===== src/iuc_pkg.sv =====
package iuc_pkg;
    // ==========================================================
    // widths and page
    localparam int IUC_AW = 7;
    localparam int IUC_DW = 16;
    localparam int IUC_SW = 32;
    localparam int IUC_SCALE_FRAC = 15;
    localparam logic [15:0] IUC_CAL_PAGE = 16'h0002;

    // ==========================================================
    // byte offsets inside the calibration page
    localparam logic [6:0] IUC_AX_SCALE = 7'h0a;
    localparam logic [6:0] IUC_AY_SCALE = 7'h0c;
    localparam logic [6:0] IUC_AZ_SCALE = 7'h0e;
    localparam logic [6:0] IUC_GX_LO = 7'h10;
    localparam logic [6:0] IUC_GX_HI = 7'h12;
    localparam logic [6:0] IUC_GY_LO = 7'h14;
    localparam logic [6:0] IUC_GY_HI = 7'h16;
    localparam logic [6:0] IUC_GZ_LO = 7'h18;
    localparam logic [6:0] IUC_GZ_HI = 7'h1a;
    localparam logic [6:0] IUC_AX_LO = 7'h1c;
    localparam logic [6:0] IUC_AX_HI = 7'h1e;
    localparam logic [15:0] IUC_REG_RESET = 16'h0000;

    // ==========================================================
    // axis slots on the sensor ports
    localparam int IUC_GX = 0;
    localparam int IUC_GY = 1;
    localparam int IUC_GZ = 2;
    localparam int IUC_AX = 3;
    localparam int IUC_AY = 4;
    localparam int IUC_AZ = 5;
    localparam int IUC_NAXES = 6;

    // ==========================================================
    // carriers
    typedef struct packed {
        logic valid;
        logic signed [31:0] data;
    } iuc_sample_t;

    typedef struct packed {
        logic [15:0] page;
        logic [6:0] addr;
        logic wr;
        logic rd;
        logic [15:0] wdata;
    } iuc_req_t;

    typedef struct packed {
        logic valid;
        logic [15:0] data;
    } iuc_rsp_t;

    typedef struct packed {
        logic [15:0] accel_x_scale_trim;
        logic [15:0] accel_y_scale_trim;
        logic [15:0] accel_z_scale_trim;
        logic [15:0] gyro_x_offset_lower;
        logic [15:0] gyro_x_offset_upper;
        logic [15:0] gyro_y_offset_lower;
        logic [15:0] gyro_y_offset_upper;
        logic [15:0] gyro_z_offset_lower;
        logic [15:0] gyro_z_offset_upper;
        logic [15:0] accel_x_offset_lower;
        logic [15:0] accel_x_offset_upper;
    } iuc_cal_t;

    typedef struct packed {
        iuc_cal_t cal;
        iuc_rsp_t rsp;
    } iuc_top_state_t;
endpackage


===== src/iuc_cal_bank.sv =====
`timescale 1ns/10ps
`default_nettype none
// Function
// - each accelerometer scale trim is signed 16-bit, zero is unity gain.
// - the x accelerometer trim scales the x accelerometer data.
// - y and z accelerometer trims act on their own axis the same way.
// - each gyro offset upper word is signed 16-bit, one step 0.02 deg/s.
// - each gyro offset has a 16-bit lower word, the less significant part.
// - the x gyro lower and upper words form one x gyro bias correction.
// - the y gyro lower and upper words form one y gyro bias correction.
// - the z gyro lower and upper words form one z gyro bias correction.
// - the accelerometer offset upper word is signed 16-bit, 0.8 mg a step.
// - x accelerometer lower and upper words form one x bias correction.
// - corrections follow factory compensation at the chain's sample rate.
module iuc_cal_bank (
    input wire logic CLK,
    input wire logic RST_N,
    input wire iuc_pkg::iuc_req_t REG_REQ,
    output iuc_pkg::iuc_rsp_t REG_RSP,
    input wire iuc_pkg::iuc_sample_t [iuc_pkg::IUC_NAXES-1:0] SENSOR_IN,
    output iuc_pkg::iuc_sample_t [iuc_pkg::IUC_NAXES-1:0] SENSOR_OUT
);
    iuc_pkg::iuc_top_state_t cur;
    iuc_pkg::iuc_top_state_t next_cur;
    logic page_hit;
    logic [6:0] waddr;
    logic [15:0] rd_word;
    logic signed [15:0] trim [iuc_pkg::IUC_NAXES];
    logic signed [31:0] bias [iuc_pkg::IUC_NAXES];

    // ==========================================================
    // register access
    // only the calibration page answers
    assign page_hit = REG_REQ.page == iuc_pkg::IUC_CAL_PAGE;
    assign waddr = {REG_REQ.addr[6:1], 1'b0};

    // read mux, unmapped reads as zero
    always_comb begin
        case (waddr)
            iuc_pkg::IUC_AX_SCALE: rd_word = cur.cal.accel_x_scale_trim;
            iuc_pkg::IUC_AY_SCALE: rd_word = cur.cal.accel_y_scale_trim;
            iuc_pkg::IUC_AZ_SCALE: rd_word = cur.cal.accel_z_scale_trim;
            iuc_pkg::IUC_GX_LO: rd_word = cur.cal.gyro_x_offset_lower;
            iuc_pkg::IUC_GX_HI: rd_word = cur.cal.gyro_x_offset_upper;
            iuc_pkg::IUC_GY_LO: rd_word = cur.cal.gyro_y_offset_lower;
            iuc_pkg::IUC_GY_HI: rd_word = cur.cal.gyro_y_offset_upper;
            iuc_pkg::IUC_GZ_LO: rd_word = cur.cal.gyro_z_offset_lower;
            iuc_pkg::IUC_GZ_HI: rd_word = cur.cal.gyro_z_offset_upper;
            iuc_pkg::IUC_AX_LO: rd_word = cur.cal.accel_x_offset_lower;
            iuc_pkg::IUC_AX_HI: rd_word = cur.cal.accel_x_offset_upper;
            default: rd_word = 16'h0000;
        endcase
    end

    // write decode and read answer
    always_comb begin
        next_cur = cur;
        next_cur.rsp.valid = REG_REQ.rd && page_hit;
        if (REG_REQ.rd && page_hit) begin
            next_cur.rsp.data = rd_word;
        end
        if (REG_REQ.wr && page_hit) begin
            case (waddr)
                iuc_pkg::IUC_AX_SCALE:
                    next_cur.cal.accel_x_scale_trim = REG_REQ.wdata;
                iuc_pkg::IUC_AY_SCALE:
                    next_cur.cal.accel_y_scale_trim = REG_REQ.wdata;
                iuc_pkg::IUC_AZ_SCALE:
                    next_cur.cal.accel_z_scale_trim = REG_REQ.wdata;
                iuc_pkg::IUC_GX_LO:
                    next_cur.cal.gyro_x_offset_lower = REG_REQ.wdata;
                iuc_pkg::IUC_GY_LO:
                    next_cur.cal.gyro_y_offset_lower = REG_REQ.wdata;
                iuc_pkg::IUC_GZ_LO:
                    next_cur.cal.gyro_z_offset_lower = REG_REQ.wdata;
                iuc_pkg::IUC_GX_HI:
                    next_cur.cal.gyro_x_offset_upper = REG_REQ.wdata;
                iuc_pkg::IUC_GY_HI:
                    next_cur.cal.gyro_y_offset_upper = REG_REQ.wdata;
                iuc_pkg::IUC_GZ_HI:
                    next_cur.cal.gyro_z_offset_upper = REG_REQ.wdata;
                iuc_pkg::IUC_AX_LO:
                    next_cur.cal.accel_x_offset_lower = REG_REQ.wdata;
                iuc_pkg::IUC_AX_HI:
                    next_cur.cal.accel_x_offset_upper = REG_REQ.wdata;
                default: ;
            endcase
        end
    end

    // state register, all zero after reset
    always_ff @(posedge CLK or negedge RST_N) begin
        if (!RST_N) begin
            cur <= '0;
        end else begin
            cur <= next_cur;
        end
    end

    assign REG_RSP = cur.rsp;

    // ==========================================================
    // per-axis correction terms
    // x accelerometer trim; gyros run at unity
    // y and z trims on their own axes
    assign trim[iuc_pkg::IUC_GX] = 16'sh0000;
    assign trim[iuc_pkg::IUC_GY] = 16'sh0000;
    assign trim[iuc_pkg::IUC_GZ] = 16'sh0000;
    assign trim[iuc_pkg::IUC_AX] = cur.cal.accel_x_scale_trim;
    assign trim[iuc_pkg::IUC_AY] = cur.cal.accel_y_scale_trim;
    assign trim[iuc_pkg::IUC_AZ] = cur.cal.accel_z_scale_trim;
    assign bias[iuc_pkg::IUC_GX] =
        {cur.cal.gyro_x_offset_upper, cur.cal.gyro_x_offset_lower};
    assign bias[iuc_pkg::IUC_GY] =
        {cur.cal.gyro_y_offset_upper, cur.cal.gyro_y_offset_lower};
    assign bias[iuc_pkg::IUC_GZ] =
        {cur.cal.gyro_z_offset_upper, cur.cal.gyro_z_offset_lower};
    assign bias[iuc_pkg::IUC_AX] =
        {cur.cal.accel_x_offset_upper, cur.cal.accel_x_offset_lower};
    assign bias[iuc_pkg::IUC_AY] = 32'sh00000000;
    assign bias[iuc_pkg::IUC_AZ] = 32'sh00000000;

    // ==========================================================
    // one corrector per axis after factory compensation
    // one result per incoming sample
    for (genvar i = 0; i < iuc_pkg::IUC_NAXES; i++) begin : g_axis
        iuc_axis_corr #(
            .SW(iuc_pkg::IUC_SW),
            .TW(iuc_pkg::IUC_DW)
        ) u_corr (
            .clk(CLK),
            .rst_n(RST_N),
            .smp_in(SENSOR_IN[i]),
            .scale_trim(trim[i]),
            .offset(bias[i]),
            .smp_out(SENSOR_OUT[i])
        );
    end
endmodule
`default_nettype wire


===== src/iuc_axis_corr.sv =====
`timescale 1ns/10ps
`default_nettype none
module iuc_axis_corr #(
    parameter int SW = 32,
    parameter int TW = 16
) (
    input wire logic clk,
    input wire logic rst_n,
    input wire iuc_pkg::iuc_sample_t smp_in,
    input wire logic signed [TW-1:0] scale_trim,
    input wire logic signed [SW-1:0] offset,
    output iuc_pkg::iuc_sample_t smp_out
);
    localparam int XW = SW + TW + 2;
    localparam logic signed [XW-1:0] SAT_HI =
        {{(XW-SW+1){1'b0}}, {(SW-1){1'b1}}};
    localparam logic signed [XW-1:0] SAT_LO =
        {{(XW-SW+1){1'b1}}, {(SW-1){1'b0}}};

    iuc_pkg::iuc_sample_t cur;
    iuc_pkg::iuc_sample_t next_cur;
    logic signed [SW+TW-1:0] prod;
    logic signed [XW-1:0] sum;

    // ==========================================================
    // gain then bias, saturated
    // gain term
    always_comb begin
        prod = smp_in.data * scale_trim;
        sum = XW'(smp_in.data) + XW'(prod >>> iuc_pkg::IUC_SCALE_FRAC)
            + XW'(offset);
        next_cur = cur;
        next_cur.valid = smp_in.valid;
        if (smp_in.valid) begin
            if (sum > SAT_HI) begin
                next_cur.data = SAT_HI[SW-1:0];
            end else if (sum < SAT_LO) begin
                next_cur.data = SAT_LO[SW-1:0];
            end else begin
                next_cur.data = sum[SW-1:0];
            end
        end
    end

    // state register
    always_ff @(posedge clk or negedge rst_n) begin
        if (!rst_n) begin
            cur <= '0;
        end else begin
            cur <= next_cur;
        end
    end

    assign smp_out = cur;
endmodule
`default_nettype wire


===== config.mk =====
export PLATFORM = sky130hd
export DESIGN_NAME = iuc_cal_bank
export DESIGN_NICKNAME = d
export VERILOG_FILES = /design/src/iuc_pkg.sv /design/src/iuc_cal_bank.sv /design/src/iuc_axis_corr.sv
export SDC_FILE = /design/constraint.sdc
export NUM_CORES = 2
export LEC_CHECK = 0
export BUFFER_PORTS_ARGS = -buffer_cell sky130_fd_sc_hd__buf_2
export CAP_MARGIN = 20
export CORE_ASPECT_RATIO = 0.5
export CORE_UTILIZATION = 70
export CTS_BUF_LIST = sky130_fd_sc_hd__clkbuf_8
export DETAILED_ROUTE_END_ITERATION = 16
export PLACE_DENSITY_LB_ADDON = 0.05
export SLEW_MARGIN = 5
export SYNTH_ARGS = -nofsm -noshare
export SYNTH_HDL_FRONTEND = slang
export SYNTH_SLANG_ARGS = --single-unit

===== constraint.sdc =====
create_clock -name CLK -period 21.5 [get_ports CLK]
set_clock_uncertainty 0.1 [all_clocks]
set_input_delay 1.075 -clock CLK [delete_from_list [all_inputs] [get_ports CLK]]
set_output_delay 1.075 -clock CLK [all_outputs]
set_load 0.005 [all_outputs]

== Yosys cells after proc, flatten, opt, wreduce, memory -nomap -nowiden ==
Index checks and enable logic that the tools add are counted.

* Add/sub/neg operators: 7
* $mul: 3
* Div/mod/pow operators: 0
* Magnitude comparators: 12
* Equality and inequality tests: 12
* Shifts and indexed selects: 0
* Mux-type cells: 13
* Bitwise operators: 0
* Reduce and logical (&&, ||, !) cells: 13

{| class="wikitable"
|+ Operators with widths
! kind !! number
|-
| 32-bit two-way mux || 12
|-
| 50-bit by 32-bit > comparator with 1-bit output, second input constant || 6
|-
| 50-bit by 32-bit less-than comparator with 1-bit output, second input constant || 6
|-
| 16-bit case mux with 11 select lines || 1
|-
| 32-bit by 16-bit multiplier with 48-bit output || 3
|-
| 32-bit by 33-bit adder with 34-bit output || 3
|-
| 32-bit by 32-bit adder with 33-bit output || 3
|-
| 6-bit by 4-bit equality test with 1-bit output, second input constant || 8
|-
| 34-bit by 32-bit adder with 35-bit output || 1
|-
| 2-bit AND reduction || 11
|-
| 6-bit by 3-bit equality test with 1-bit output, second input constant || 3
|-
| 16-bit by 2-bit equality test with 1-bit output, second input constant || 1
|-
| 1-bit logical AND || 2
|}

* Register bits after elaboration: 391
* Bits in latches: 0
* RAM bits: 0
* Memory bits (read-only): 0
* Input port bits: 241
* Output and inout bits: 215
* Logic and storage cells: 85
* Memories: 0

== Longest topological paths before layout ==
* Word-level depth: 6
* Mapped depth: 40
* Gate-level depth less buffers: 36

== Hierarchy ==
From an unflattened synthesis, not the netlist that was laid out.

* Cells, all modules: 14616
* Area total of the unflattened synthesis: 136342.0 um2

{| class="wikitable"
|+ Modules (own cells, without submodules)
! module !! times used !! cells an instance !! area an instance (um2) !! seq. area each (um2)
|-
| iuc_axis_corr (g_axis[2].u_corr ...) || 2 || 2324 || 21085.2 || 825.8
|-
| iuc_axis_corr (g_axis[0].u_corr) || 1 || 2384 || 21549.4 || 825.8
|-
| iuc_axis_corr (g_axis[1].u_corr) || 1 || 2323 || 21241.6 || 825.8
|-
| iuc_axis_corr (g_axis[4].u_corr) || 1 || 2345 || 21035.2 || 825.8
|-
| iuc_axis_corr (g_axis[5].u_corr) || 1 || 2318 || 20931.3 || 825.8
|-
| iuc_cal_bank || 1 || 598 || 9414.0 || 4829.6
|}

== Worst setup path after synthesis ==
No wires, ideal clock.

* Path kind: input to register
* Start: input port SENSOR_IN[105] in the netlist's numbering
* End: register g_axis[3].u_corr.cur (netlist bit g_axis[3].u_corr.smp_out[0])
* Setup time: 126 ps
* Data arrival time: 9695 ps
* Required time: 21274 ps
* Setup slack: 11579 ps
* Stages on the path: 36
* Path buffers: 2
* Path through: clkbuf_1 > and2_1 > fa_1 > inv_1 > fa_1 > fa_1 > inv_1 > fa_1 > fa_1 > inv_1 > fa_1 > inv_1 > ha_1 > a211o_1 > a211oi_1 > nand2_1 > a21oi_1 > o31ai_1 > o311ai_1 > nor2b_1 > nor2b_1 > a221oi_1 > xnor2_1 > fa_1 > ha_1 > nand2_1 > o21ai_0 > o41ai_1 > o21ai_0 > o21ai_2 > o211ai_1 > and3_1 > o31a_1 > a21oi_2 > buf_2 > a21oi_1

* Longest elaborated chain between the ends: 6
* Elaborated cells on any way between the ends: 7
* Those cells by class: add/sub: 2; mul: 1; order compare: 2; mux: 2

{| class="wikitable"
|+ RTL lines
! element !! line !! text
|-
| start: declaration || iuc_cal_bank.sv:20 || <nowiki>input wire iuc_pkg::iuc_sample_t [iuc_pkg::IUC_NAXES-1:0] SENSOR_IN,</nowiki>
|-
| 32-bit by 16-bit multiplier with 48-bit output || iuc_axis_corr.sv:29 || <nowiki>prod = smp_in.data * scale_trim;</nowiki>
|-
| 32-bit by 33-bit adder with 34-bit output * || iuc_axis_corr.sv:30 || <nowiki>sum = XW'(smp_in.data) + XW'(prod >>> iuc_pkg::IUC_SCALE_FRAC)</nowiki>
|-
| 34-bit by 32-bit adder with 35-bit output * || iuc_axis_corr.sv:31 || <nowiki>+ XW'(offset);</nowiki>
|-
| 50-bit by 32-bit less-than comparator with 1-bit output || iuc_axis_corr.sv:37 || <nowiki>end else if (sum < SAT_LO) begin</nowiki>
|-
| 32-bit two-way mux || iuc_axis_corr.sv:37 ||
|-
| 32-bit two-way mux * || iuc_axis_corr.sv:35 || <nowiki>if (sum > SAT_HI) begin</nowiki>
|-
| end signal: assignment || iuc_axis_corr.sv:50 || <nowiki>cur <= next_cur;</nowiki>
|-
| end: declaration || iuc_axis_corr.sv:20 || <nowiki>iuc_pkg::iuc_sample_t cur;</nowiki>
|}

Every way passes the cells marked *; elsewhere a longest branch is shown, timed or not.
A chain may end at the register's enable or synchronous reset.

== Worst setup path in the final report ==
* Start: register cur[186] in the netlist's numbering
* End: register g_axis[3].u_corr.cur (netlist bit g_axis[3].u_corr.smp_out[10])

* Longest elaborated chain between the ends: 6
* Elaborated cells on any way between the ends: 7
* Those cells by class: add/sub: 2; mul: 1; order compare: 2; mux: 2

{| class="wikitable"
|+ RTL lines
! element !! line !! text
|-
| start: declaration || iuc_cal_bank.sv:23 || <nowiki>iuc_pkg::iuc_top_state_t cur;</nowiki>
|-
| start signal: assignment || iuc_cal_bank.sv:96 || <nowiki>cur <= next_cur;</nowiki>
|-
| 32-bit by 16-bit multiplier with 48-bit output * || iuc_axis_corr.sv:29 ||
|-
| 32-bit by 33-bit adder with 34-bit output * || iuc_axis_corr.sv:30 ||
|-
| 34-bit by 32-bit adder with 35-bit output * || iuc_axis_corr.sv:31 ||
|-
| 50-bit by 32-bit less-than comparator with 1-bit output || iuc_axis_corr.sv:37 ||
|-
| 32-bit two-way mux || iuc_axis_corr.sv:37 ||
|-
| 32-bit two-way mux * || iuc_axis_corr.sv:35 ||
|}

Marked as above.

==> results by group <==
Layout
  • Register area: slightly below 10000 µm²
  • Area of the multi-input gates: 60700 µm²
  • Layout cell share with drive strength beyond 1: 9.70%
  • Area grow syn2layout: 5.59%
  • Filler instances: 8313
  • Nets: 11.2k

Floorplanning
  • Die X: 477 µm
  • Die Y: 239 µm
  • Starting density of the core: around 71%
  • Cell row count: 86
  • # IOs: 456
  • Die area: 114000 µm²
  • Core ar.: approximately 110000 µm²

Worst setup path
  • Crit start category: flip-flop
  • Critical Path RT: approximately 22 ns
  • Crit path max fanout: 25
  • CP peak stage delay: 0.97 ns
  • CP Capture Type: flip-flop
  • Slowest CP cell: dfrtp_1
  • Most used cell, CP: fa_1
  • CP Class: reg2reg
  • Worst path arrival time: 12.13 ns

Placement
  • Setup WS pre-CTS: 10.13 ns
  • GPL Wtd Cong: about 0.98
  • Count of input and output buffers: 454
  • Final HPWL DP: 167000 µm

Clocking
  • Clock root buffer master: clkbuf_8
  • H-tree levels: 2
  • Clock Tree Buf Depth: 3
  • Sink Count: 391
  • CTS tree: yes
  • Post-CTS Resized: 0
  • Worst-Skew Late Latency: about 0.79 ns
  • Clock transition at path regs: around 0.09 ns
  • CTS Buf Count: 60
  • # hold bufs at CTS: 0
  • Setup Fix Bufs, Post-CTS: 0

Pwr
  • PD cells: 22.7 nW/µm²
  • Peak supply drop: 0.0451 mV
  • Leak pwr: approximately 43 nW

Detailed routing
  • WL met3: approximately 23000 µm
  • Avg Vias per Cell: about 6
  • WL/cell: around 21 µm
  • Via count: between 60k and 70k
  • M1 WL: 83800 µm
  • Starting DRT DRC Count: 4783
  • Drt first pass iters: 6
  • Final wirelength: ~220000 µm
  • Metal2 WL: 103000 µm
  • DRC violation count after routing: 0
  • Top Layer Used: met5
  • Post-route ant nets: 0

Timing
  • Final worst path period share: between 50% and 60%
  • Slew Limit Fails: 0
  • Fin crit period: roughly 12 ns
  • Peak Freq: roughly 86 MHz
  • Setup_tns: 0 ns
  • Max_slew headroom: about 24%
  • Endpoints failing setup: 0
  • Worst slew pin tran: 1.13 ns
  • Final hold viol count: 0
  • PnR worst setup slack: about 10 ns
  • RSZ-0062 raised after global routing: no

Yosys
  • Syn_nets: 11.0k
  • Synth cell types: 101
  • Post-synth ARST share: 100%
  • Post-synth EDFFs: 0
  • Netlist Area Pre-Place: 79000 µm²
  • Register bit count reported by yosys: 391
  • Yosys warns: 0
  • Sequential share of the synthesized area: 12.4%
  • Syn Inst Count: slightly below 9k
  • Mean Syn Cell Area: 9.05 µm²
  • Ys flop type: dfrtp_1

Global routing
  • Largest net degree at the start of global routing: 149
  • GRT Overall Usage: 39.8%
  • Vias in the first global route: 65.1k
  • Initial antenna violation count: 25
  • Global-route wire length before repair: 352000 µm
  • Overflow left after global routing: 0

Job
  • # Max-Cap Violations: 0

Status
  • Result of the run: finished, final reports clean

Worst hold path
  • Hold Path Class: in2async
[worst paths after layout]
path	startpoint	endpoint	slack [ns]	cells after the start
max in group asynchronous	RST_N	REG_RSP[8]$_DFFE_PN0P_	17.98	4
hold reg to reg	REG_RSP[6]$_DFFE_PN0P_	REG_RSP[6]$_DFFE_PN0P_	0.38	1
setup / recovery	cur[186]$_DFFE_PN0P_	g_axis[3].u_corr.smp_out[10]$_DFFE_PN0P_	9.91	35
hold / removal	RST_N	g_axis[5].u_corr.smp_out[14]$_DFFE_PN0P_	0.24	1
setup reg to reg	cur[186]$_DFFE_PN0P_	g_axis[3].u_corr.smp_out[10]$_DFFE_PN0P_	9.91	35
min in group CLK	SENSOR_IN[98]	g_axis[2].u_corr.smp_out[32]$_DFF_PN0_	0.37	1
[critical path, delay by kind of cell, from the launching register on]
family                   cells  cell delay [ns]
AO/OA/AOI/OAI               15             3.87
adder cells (fa/ha/maj)      9             4.36
XOR/XNOR                     1             0.20
flip-flops                   1             0.97
AND/OR/NAND/NOR              5             0.91
buffers and inverters        5             1.02
[per-layer routing]
layer  vias to the layer above  track usage [%]
met4                        14             19.0
li1                      27337                -
met1                     30897             50.8
met2                      3142             64.6
met3                       728             9.51
met5                         -                0
[logic make-up after synthesis]
kind of cell | synth area share (%)
buffers and inverters | 10.7
DFF | 12.4
and+or+nand+nor | 14.3
adders and majority gates | 46.2
xor gates and xnor gates | 3.03
muxes | 3.12
AOI/OAI and AO/OA | 10.2
[Yosys cell counts (21+ instances only)]
cell type     n  share of area [%]
inv_1      1816                8.6
fa_1       1494                 38
nand2_1    1045                5.0
and2_1      589                4.7
ha_1        528                8.4
dfrtp_1     391                 12
nor2_1      370                1.8
clkbuf_1    351                1.7
a21oi_1     318                2.0
o21ai_0     212                1.3
mux2_2      194                2.8
xnor2_1     190                2.1
a21o_1      178                1.7
xor2_1       83               0.92
nand3_1      79               0.50
o22ai_1      79               0.63
nand2b_1     60               0.48
nor3_1       54               0.34
a31oi_1      43               0.34
and3_1       43               0.34
o21a_1       42               0.40
nor2b_1      41               0.32
a211oi_1     34               0.32
a22oi_1      34               0.32
o21bai_1     34               0.32
o2bb2ai_1    30               0.33
o211ai_1     28               0.27
buf_2        24               0.15
o31ai_1      22               0.21
buf_4        21               0.20
[flip-flops by register name, indices dropped and copies added (netlist names)]
name / cells
REG_RSP: 17
cur: 48
bias: 128
g_axis.u_corr.smp_out: 198
[cell type report]
cell class | instances | share of cell area, %
Tap cell | 1496 | 2.25
Inverter | 1817 | 8.18
Timing Repair Buffer | 514 | 3.30
Antenna cell | 17 | 0.0510
Multi-Input combinational cell | 6110 | 72.8
Clock buffer | 69 | 1.14
Clock inverter | 37 | 0.513
Sequential cell | 391 | 11.7
[per-stage QoR]
step | hold slack, ns | util, % | cells | power [mW] | instance area, µm²
floorplan | 0.351 | - | 8727 | 0.973 | 79000
global placement | 0.357 | 73.8 | 10326 | 1.15 | 81900
detailed placement | 0.361 | 73.8 | 10326 | 1.15 | 81900
CTS | 0.255 | 75.1 | 10432 | 1.89 | 83300
global route | 0.308 | 75.1 | 10449 | 1.96 | 83400
finish | 0.241 | 75.1 | 10451 | 1.90 | 83400
[report_power, final]
part | total (mW) | switching (mW) | internal, mW | leakage, nW
Combinational | 0.337 | 0.228 | 0.108 | 37.7
Clock | 0.751 | 0.356 | 0.395 | 0.723
Sequential | 0.808 | 0.0302 | 0.777 | 5.01
Total | 1.90 | 0.615 | 1.28 | 43.4
[layout by cell type (no fill, tap or decap), drive strengths merged, types with 60 or more instances in the layout]
cell type / count
xor2: 83
o22ai: 79
nand3: 79
nand2b: 60
clkbuf: 69
buf: 514
dfrtp: 391
and2: 589
mux2: 194
fa: 1494
a21oi: 321
o21ai: 229
nand2: 1046
ha: 528
nor2: 371
xnor2: 190
a21o: 178
inv: 1829
Note: power is estimated with default switching activity, not from simulation.
